$ cat src/dcps_consts.vh
// Purpose: constants for the ddr2 command decode and power-state block
// Assumes: included once per design file, plain verilog-2005
// Notes: command codes are {cs_n, ras_n, cas_n, we_n}
// Function
// (RULE1) decode command from cs, ras, cas, we, cke on each rising edge
// (RULE2) bank address picks target bank, or mode register for mode set
// (RULE3) length-four read or write bursts run to completion, never truncated
// (RULE4) controller bounds power-down time; device does no refresh then
// (RULE5) termination input ignored in self refresh; never affects decode
// (RULE6) self refresh exit is asynchronous on cke returning high
// (RULE7) sixteen-bit mode: a9 don't-care for read and write columns
// (RULE8) cke fall enters power-down, rise exits; only nop or deselect
// (RULE9) open row at entry gives active power-down, else precharge
// (RULE10) refresh with cke falling enters self refresh, banks idle
// (RULE11) after self refresh exit, only nop/deselect; reads after 200 clocks
// (RULE12) controller never enters low power during pending operations
// (RULE13) controller holds cke for three registered edges after change
// (RULE14) controller keeps cke high during driver calibration
// (RULE15) controller drives termination defined in power-down when enabled
// (RULE16) write byte stored when mask low, discarded when mask high
// (RULE17) deselect accepts no new command; ongoing work continues
// (RULE18) nop registers no command; ongoing work continues
// (RULE19) mode set only with all banks idle, then wait mode delay
// (RULE20) activate opens row until precharge; precharge before new row
// (RULE21) controller never issues unlisted state, cke, command mixes
// (RULE22) refresh needs idle banks; address ignored during refresh
// (RULE23) delay-locked loop off in self refresh, on after exit
// (RULE24) power-state tracker driven only by registered cke and commands; self refresh exit also uses raw i_cke asynchronously
`ifndef DCPS_CONSTS_VH
`define DCPS_CONSTS_VH
`define DCPS_CMD_MRS 4'h0
`define DCPS_CMD_REF 4'h1
`define DCPS_CMD_PRE 4'h2
`define DCPS_CMD_ACT 4'h3
`define DCPS_CMD_WR 4'h4
`define DCPS_CMD_RD 4'h5
`define DCPS_CMD_NOP 4'h7
`define DCPS_BURST_LEN 3'h4
`define DCPS_XSRD_CLKS 8'hc8
`define DCPS_PRE_ALL_BIT 10
`define DCPS_ST_IDLE 5'h01
`define DCPS_ST_ACT 5'h02
`define DCPS_ST_APD 5'h04
`define DCPS_ST_PPD 5'h08
`define DCPS_ST_SREF 5'h10
`endif

$ cat src/dcps_ddr2_cmd_power.v
// Purpose: ddr2 command decode, open-row tracking and cke power states
// Assumes: one clock, async active-low reset, pins sampled through two flops
// Notes: burst datapath left out; only burst busy and write mask kept
`include "dcps_consts.vh"
module dcps_ddr2_cmd_power (
    input wire i_core_clk,
    input wire i_rst_n,
    input wire i_ce,
    input wire i_x16,
    input wire i_cke,
    input wire i_cs_n,
    input wire i_ras_n,
    input wire i_cas_n,
    input wire i_we_n,
    input wire [1:0] i_ba,
    input wire [12:0] i_addr,
    input wire i_odt,
    input wire [1:0] i_dm,
    output reg [4:0] o_state,
    output reg [3:0] o_cmd,
    output reg o_cmd_valid,
    output reg [1:0] o_bank,
    output reg [12:0] o_row,
    output reg [9:0] o_col,
    output reg o_auto_pre,
    output reg o_mrs_valid,
    output reg [1:0] o_mrs_sel,
    output reg [12:0] o_mrs_op,
    output reg [3:0] o_bank_open,
    output reg o_burst_busy,
    output reg [1:0] o_byte_we,
    output reg o_dll_on,
    output reg o_odt_on,
    output reg o_rd_allowed
);
    // two-flop synchronisers for cke, command, bank, address, odt and mask pins
    reg [25:0] sync1;
    reg [25:0] sync2;
    wire cke;
    wire cs_n;
    wire ras_n;
    wire cas_n;
    wire we_n;
    wire [1:0] ba;
    wire [12:0] addr;
    wire odt;
    wire [1:0] dm;
    reg cke_prev;
    reg [4:0] state;
    reg [4:0] next_state;
    reg [2:0] burst_cnt;
    reg [7:0] xsrd_cnt;
    wire [3:0] cmd;
    wire sel;
    wire exec;

    // one decoded command that executes at this edge
    function cmd_hit;
        input exec_now;
        input [3:0] code_now;
        input [3:0] code_want;
        begin
            cmd_hit = exec_now & (code_now == code_want);
        end
    endfunction

    // async exit path: cke high releases self refresh without the clock
    wire sref_exit_n = i_rst_n & ~(state[4] & i_cke); // RULE6

    always @(posedge i_core_clk or negedge i_rst_n) begin
        if (!i_rst_n) begin
            sync1 <= 26'h0;
            sync2 <= 26'h0;
        end else if (i_ce) begin
            sync1 <= {i_cke, i_cs_n, i_ras_n, i_cas_n, i_we_n, i_ba,
                      i_addr, i_odt, i_dm, 3'h0};
            sync2 <= sync1;
        end
    end

    assign {cke, cs_n, ras_n, cas_n, we_n, ba, addr, odt, dm} =
        sync2[25:3];
    // all four strobes sampled together into one command code
    assign cmd = {cs_n, ras_n, cas_n, we_n}; // RULE1
    // deselect and nop never count as executed commands
    assign sel = ~cs_n & (cmd != `DCPS_CMD_NOP); // RULE17 RULE18
    assign exec = sel & cke_prev & cke;
    // decoded strobes; commands with cke low never reach these
    wire hit_act = cmd_hit(exec, cmd, `DCPS_CMD_ACT);
    wire hit_pre = cmd_hit(exec, cmd, `DCPS_CMD_PRE);
    wire hit_mrs = cmd_hit(exec, cmd, `DCPS_CMD_MRS);
    wire hit_rw = cmd_hit(exec, cmd, `DCPS_CMD_RD) |
                  cmd_hit(exec, cmd, `DCPS_CMD_WR);

    // state transitions from registered cke levels and commands only
    always @* begin
        next_state = state; // RULE24
        case (state)
            `DCPS_ST_IDLE, `DCPS_ST_ACT: begin
                if (cke_prev && !cke) begin
                    if (sel && cmd == `DCPS_CMD_REF)
                        next_state = `DCPS_ST_SREF; // RULE10
                    else if (o_bank_open != 4'h0)
                        next_state = `DCPS_ST_APD; // RULE8 RULE9
                    else
                        next_state = `DCPS_ST_PPD; // RULE9
                end else if (exec && cmd == `DCPS_CMD_ACT)
                    next_state = `DCPS_ST_ACT;
                else if (o_bank_open == 4'h0)
                    next_state = `DCPS_ST_IDLE;
                else
                    next_state = `DCPS_ST_ACT;
            end
            // low cke holds power-down, high cke exits it
            `DCPS_ST_APD: if (cke) next_state = `DCPS_ST_ACT; // RULE8
            `DCPS_ST_PPD: if (cke) next_state = `DCPS_ST_IDLE; // RULE8
            `DCPS_ST_SREF: next_state = `DCPS_ST_SREF;
            default: next_state = `DCPS_ST_IDLE;
        endcase
    end

    // state register, also released from self refresh asynchronously
    always @(posedge i_core_clk or negedge sref_exit_n) begin
        if (!sref_exit_n) begin
            state <= `DCPS_ST_IDLE; // RULE6
        end else if (i_ce) begin
            state <= next_state;
        end
    end

    // last cke sample and executed command capture
    always @(posedge i_core_clk or negedge i_rst_n) begin
        if (!i_rst_n) begin
            cke_prev <= 1'b0;
            o_cmd <= `DCPS_CMD_NOP;
            o_cmd_valid <= 1'b0;
            o_bank <= 2'h0;
        end else if (i_ce) begin
            cke_prev <= cke;
            o_cmd_valid <= exec;
            if (exec) begin
                o_cmd <= cmd; // RULE1
                o_bank <= ba; // RULE2
            end
        end
    end

    // mode set pulse; bank inputs pick the mode register
    always @(posedge i_core_clk or negedge i_rst_n) begin
        if (!i_rst_n) begin
            o_mrs_valid <= 1'b0;
            o_mrs_sel <= 2'h0;
            o_mrs_op <= 13'h0;
        end else if (i_ce) begin
            o_mrs_valid <= hit_mrs;
            if (hit_mrs) begin
                o_mrs_sel <= ba; // RULE2
                o_mrs_op <= addr;
            end
        end
    end

    // open-row flags; all-bank precharge bit closes every bank at once
    always @(posedge i_core_clk or negedge i_rst_n) begin
        if (!i_rst_n) begin
            o_bank_open <= 4'h0;
            o_row <= 13'h0;
        end else if (i_ce) begin
            if (hit_act) begin
                o_bank_open[ba] <= 1'b1; // RULE20
                o_row <= addr;
            end else if (hit_pre) begin
                if (addr[`DCPS_PRE_ALL_BIT])
                    o_bank_open <= 4'h0; // RULE20
                else
                    o_bank_open[ba] <= 1'b0; // RULE20
            end
        end
    end

    // column capture and burst count; a new access only reloads it
    always @(posedge i_core_clk or negedge i_rst_n) begin
        if (!i_rst_n) begin
            o_col <= 10'h0;
            o_auto_pre <= 1'b0;
            burst_cnt <= 3'h0;
        end else if (i_ce) begin
            if (hit_rw) begin
                // a9 masked off for sixteen-bit columns
                o_col <= {addr[9] & ~i_x16, addr[8:0]}; // RULE7
                o_auto_pre <= addr[`DCPS_PRE_ALL_BIT];
                burst_cnt <= `DCPS_BURST_LEN; // RULE3
            end else if (burst_cnt != 3'h0) begin
                // no command cuts the burst short
                burst_cnt <= burst_cnt - 3'h1; // RULE3
            end
        end
    end

    // byte enable is the inverse of the sampled mask, writes only
    always @(posedge i_core_clk or negedge i_rst_n) begin
        if (!i_rst_n) begin
            o_byte_we <= 2'h0;
        end else if (i_ce) begin
            o_byte_we <= (o_cmd == `DCPS_CMD_WR && burst_cnt != 3'h0) ?
                         ~dm : 2'h0; // RULE16
        end
    end

    // read-ready count; held at zero for as long as self refresh lasts
    always @(posedge i_core_clk or negedge i_rst_n) begin
        if (!i_rst_n) begin
            xsrd_cnt <= 8'h0;
        end else if (i_ce) begin
            if (state[4])
                xsrd_cnt <= 8'h0;
            else if (xsrd_cnt != `DCPS_XSRD_CLKS)
                xsrd_cnt <= xsrd_cnt + 8'h1;
        end
    end

    // status outputs; termination gated off in self refresh only
    always @* begin
        o_state = state;
        o_burst_busy = (burst_cnt != 3'h0);
        o_dll_on = ~state[4]; // RULE23
        o_odt_on = odt & ~state[4]; // RULE5
        o_rd_allowed = (xsrd_cnt == `DCPS_XSRD_CLKS);
    end
endmodule

$ cat config.mk
export PLATFORM = sky130hd
export DESIGN_NAME = dcps_ddr2_cmd_power
export DESIGN_NICKNAME = d
export VERILOG_FILES = /design/src/dcps_ddr2_cmd_power.v
export VERILOG_INCLUDE_DIRS = /design/src
export SDC_FILE = /design/constraint.sdc
export NUM_CORES = 1
export LEC_CHECK = 0
export ABC_AREA = 1
export BUFFER_PORTS_ARGS = -buffer_cell sky130_fd_sc_hd__buf_2
export CAP_MARGIN = 20
export CORE_MARGIN = 2
export CORE_UTILIZATION = 40
export DETAILED_ROUTE_END_ITERATION = 10
export GPL_ROUTABILITY_DRIVEN = 0
export SETUP_SLACK_MARGIN = 0.2
export SLEW_MARGIN = 20
export SYNTH_ARGS = -nofsm -noshare
export SYNTH_HDL_FRONTEND = slang
export SYNTH_SLANG_ARGS = --single-unit
$ cat constraint.sdc
create_clock -name i_core_clk -period 2.6 [get_ports i_core_clk]
set_input_delay 0.26 -clock i_core_clk [delete_from_list [all_inputs] [get_ports i_core_clk]]
set_output_delay 0.26 -clock i_core_clk [all_outputs]
set_load 0.005 [all_outputs]
Word level (Yosys, flattened, before mapping)
Cells that the tools add are included.
Storage, ports and cells
  bits in registers: 116
  input port bits: 27
  output and inout bits: 62
  word-level logic and storage cells: 98
Operators by class
  $add $sub $neg: 2
  $lt $le $gt $ge: 2
  equality and inequality tests: 16
  mux-type cells: 18
  bitwise operators: 21
  reduce and logical (&&, ||, !) cells: 22
Operator list (number)
  two-way mux 5 bit: 4
  one-hot mux 5 bit (4 select lines): 1
  two-way mux 4 bit: 4
  two-way mux 8 bit: 2
  AND reduction 2 bit: 7
  bitwise AND 1 bit: 12
  equality test 4 x 3 -> 1 bit (second input constant): 3
  adder 8 x 1 -> 8 bit (second input constant): 1
  equality test 4 x 2 -> 1 bit (second input constant): 2
  equality test 8 bit (second input constant): 1
  logical NOT 4 bit: 2
  != test 8 bit (second input constant): 1
  two-way mux 2 bit: 3
  two-way mux 3 bit: 2
  nonzero test 2 bit: 3
  equality test 5 x 1 -> 1 bit (second input constant): 1
  equality test 5 x 2 -> 1 bit (second input constant): 1
  equality test 5 x 3 -> 1 bit (second input constant): 1
  equality test 5 x 4 -> 1 bit (second input constant): 1
  equality test 5 bit (second input constant): 1
  logical AND 1 bit: 5
  bitwise AND 4 bit: 1
  equality test 4 x 1 -> 1 bit (second input constant): 1
  != test 2 bit (second input constant): 2
  16 further kinds: 19

Longest topological paths before layout
  word-level depth: 9
  mapped depth: 9
  depth with buffers taken out: 9

Worst setup path after synthesis
Ideal clock, no wire load.
  path kind: register to register
  start point: reg xsrd_cnt[0]
  end point: reg xsrd_cnt[0]
  setup time: 126 ps
  arrival: 1197 ps
  required time: 2474 ps
  path slack: 1277 ps
  cell stages (with the launch flop): 8
  buffers on the path: 1
  clock period less this slack: 1323 ps
  cells stage by stage: dfrtp_1 inv_1 ha_1 nor3b_1 nand3_1 nand2_2 buf_6 o21ai_0
Between the ends
  longest elaborated chain between the ends: 3
  elaborated cells on any way between the ends: 6
  those cells by class: add/sub: 1; eq/ne: 1; mux: 2; reduce/logical: 2
RTL lines
  start, declared: line dcps_ddr2_cmd_power.v:52  | reg [7:0] xsrd_cnt;
  start signal, assigned: line dcps_ddr2_cmd_power.v:218  | xsrd_cnt <= xsrd_cnt + 8'h1;
  adder 8 x 1 -> 8 bit / != test 8 bit (equally long branches)
  two-way mux 8 bit / nonzero test 2 bit (equally long branches)
  two-way mux 8 bit / AND reduction 2 bit (equally long branches)
Parallel ways exist; a longest one is shown, timed or not. The select of a mux whose other input is x is not followed.
A chain may end at the register's enable or synchronous reset.

Worst setup path after layout
  start point: reg sync2[22]
  end point: reg o_col[9]
Between the ends
  longest elaborated chain between the ends: 7
  elaborated cells on any way between the ends: 10
  those cells by class: eq/ne: 3; bitwise: 6; reduce/logical: 1
RTL lines
  start, declared: line dcps_ddr2_cmd_power.v:38  | reg [25:0] sync2;
  start signal, assigned: line dcps_ddr2_cmd_power.v:77  | sync2 <= sync1;
  != test 4 x 3 -> 1 bit (no line)
  bitwise AND 1 bit: line dcps_ddr2_cmd_power.v:86  | assign sel = ~cs_n & (cmd != `DCPS_CMD_NOP);
  bitwise AND 1 bit (2 in series): line dcps_ddr2_cmd_power.v:87  | assign exec = sel & cke_prev & cke;
  bitwise AND 1 bit: line dcps_ddr2_cmd_power.v:63  | cmd_hit = exec_now & (code_now == code_want);
  bitwise OR 1 bit *: line dcps_ddr2_cmd_power.v:92  | wire hit_rw = cmd_hit(exec, cmd, `DCPS_CMD_RD) |
  AND reduction 2 bit (no line) *
  end signal, assigned: line dcps_ddr2_cmd_power.v:190  | o_col <= {addr[9] & ~i_x16, addr[8:0]};
  end, declared: line dcps_ddr2_cmd_power.v:24  | output reg [9:0] o_col,
Every way passes the cells marked *; elsewhere a longest branch is shown, timed or not.

==> impl_results.md <==
* Via/cell ratio at 4.583
* Netlist cell types at 33
* Post-Synth Simple-Gate Area at 0.2466
* Post-synth top cells: nand2_1 (224), dfrtp_1 (112), inv_1 (45)
* Skew-Pair Late Insertion Delay at 0.40 ns
* Drt pass-1 iters at 4
* Critical Path AT at 2.13 ns
* Synth Area in XOR/XNOR at 0.003477
* Max Cap Viol at 0
* Slew Viols, Final at 0
* VDD IR max at 433.3 uV
* Largest net degree at the start of global routing at 112
* Post-CTS Hold Buffers at 0
* Routed Antenna Nets at 0
* Peak Freq at 0.5434 GHz
* Initial antenna violation count at 0
* Setup crit end kind: flip-flop
* Fin. Hold Viols at 8
* CTS tree: built
* Worst Path Required at 2.89 ns
* Critical Path Start Type: flip-flop
* Compound-Gate Fraction of Synth Area at 0.09660
* Rel. slew slack at 0.3863
* Die height at 116.2 um
* Fillers at 1175
* Most numerous cell in the Yosys netlist: nand2_1
* Number of flops mapped to enable cells by yosys at 0
* FF+latch count, synth at 116
* Hpwl dp at 7.824 mm
* Hold slack at -0.02802 ns
* Final Cycle Share at 0.7078
* Layout cells sized above 1 at 0.2279
* Final core utilization at 0.5059
* Ports at 89
* Failing checks: negative hold slack
* Congestion Overflow GR at 0
* Post-synthesis adder-cell area fraction at 0.009933
* Routed wire length at 11.16 mm
* Cts bufs inserted at 17
* Ys async rst share at 1.000
* Fin crit period at 1.840 ns
* Vias in the first global route at 3799
* Clk Tree Root Cell: clkbuf_16
* Reg-to-Reg Start: sync2[22]
* Nets at 698
* Syn Area/Cell at 8.748 um2
* Post-synthesis cell area at 5039 um2
* Initial drt markers at 252
* Initial cell density of the core at 0.4143
* Routed WL per cell at 13.16 um
* R2R Setup Slk at 0.76 ns
* Vias post-DR at 3886
* Setup TNS at 0 ns
* Layout area overhead at 22.10%
* CP Max Fanout at 24
* First-pass GRT wire length at 18.73 mm
* Synth area leader: dfrtp_1
* Clk sinks at 116
* Cell count after synthesis at 576
* Die area at 13510 um2
* Power Total at 5383 uW
* Synth top area share at 0.5562
* H-tree depth at 4
* Mux share of post-synthesis cell area at 0
* Most used DFF post-synth: dfrtp_1
* YS warnings at 1
* Crit Path Class: flip-flop to flip-flop
* Layout Skew at 0.01115 ns
* Clk slew on worst S/H paths at 0.05 ns
* Pwr/cell area at 875.0 nW/um2
* Top post-synthesis cells by area: dfrtp_1 (56%), nand2_1 (17%), o21ai_0 (3.6%)
* # DRC at 0
* Crit Reg-Reg Endpoint: o_col[9]
* # rows at 40
* Worst min-delay path class: input pin to asynchronous set/reset pin
* Chip Width at 116.2 um
* Unrepaired setup endpoints after global routing: no
* Gr usage total at 0.1796
* Synth Net Count at 607
* Setup violators final at 0
* Leak at 0.003211 uW
* Clock Tree Buf Depth at 2
* # port buffers at 88
* Core Region at 12160 um2
* Sequential-to-total area share from yosys stat at 0.5771
* PostCTS Resize Cnt at 0
* Status: complete, but fails checks
* Largest family of logic cells by synthesized area: simple AND/OR/NAND/NOR gates
* Number of diodes at 0
* Post CTS Setup Buffer Count at 0
* FF-to-FF path depth at 5
* Slew @ Worst Pin at 0.9184 ns
## cells in the final DEF, fill, tap and decap left out, types with 7 or more instances in the layout
master     count
clkbuf_16     17
o21ai_0       36
nor2_1        30
o21ai_1       20
inv_2          7
o21ai_2        9
inv_1         45
nand3_1       24
o21a_1        13
buf_2         87
nand2_1      224
dfrtp_1      112
## cell type report
| type | instances | area [um2] | area share |
|---|---|---|---|
| inverters | 52 | 195.2 | 0.03173 |
| clock inverters | 9 | 78.83 | 0.01281 |
| well taps | 168 | 210.2 | 0.03417 |
| clock buffers | 23 | 478.0 | 0.07769 |
| multi-input cells | 388 | 1797 | 0.2920 |
| flip-flops and latches | 116 | 2908 | 0.4726 |
| repair buffers | 92 | 485.5 | 0.07891 |
## logic make-up after synthesis
| family | Yosys count |
|---|---|
| AOI/OAI and AO/OA | 82 |
| xor gates and xnor gates | 2 |
| buffers and inverters | 72 |
| and+or+nand+nor | 300 |
| DFF | 116 |
| adders and majority gates | 4 |
## worst max-delay path: stages (launching register included)
cell and delay, ns:
dfrtp_1 0.44, inv_1 0.12, nand2_1 0.05, nor2_1 0.14
nand2_1 0.54, o31ai_1 0.43
## state kept, by name (all words and copies together) (netlist names), 3 cells and up
signal       flops
o_mrs_op        13
burst_cnt        3
sync1           23
o_cmd            4
o_state          5
sync2           23
xsrd_cnt         8
o_col           10
o_row           13
o_bank_open      4
## stage by stage
stage / std cells / worst slack [ns] / area [um2]
floorplan: 576 / 1.277 / 5039
global placement: 816 / 0.7490 / 5595
detailed placement: 816 / 0.6827 / 5595
CTS: 848 / 0.7098 / 6152
global route: 848 / 0.5285 / 6152
finish: 848 / 0.7597 / 6152
## worst max-delay path by stage
stage | startpoint | endpoint | slack [ns]
finish | sync2[22] | o_col[9] | 0.76
global route | sync2[22] | o_col[9] | 0.53
CTS | sync2[24] | o_col[9] | 0.71
detailed placement | i_ce | o_mrs_op[8] | 0.68
global placement | i_ce | o_mrs_op[3] | 0.75
floorplan | xsrd_cnt[0] | xsrd_cnt[0] | 1.28
## power breakdown
group	total (uW)	internal, uW	switching (uW)
Sequential	2320	2120	201
Clock	2170	1380	785
Combinational	893	381	512
## metal layers
| layer | global-route usage | wire length, um | share of wire |
|---|---|---|---|
| met1 | 0.2557 | 5442 | 0.49 |
| met4 | 0.07937 | 244 | 0.022 |
| met2 | 0.2593 | 4958 | 0.44 |
| met5 | 0 | 0 | 0 |
| met3 | 0.04670 | 512 | 0.046 |
Note: power is estimated with default switching activity, not from simulation.
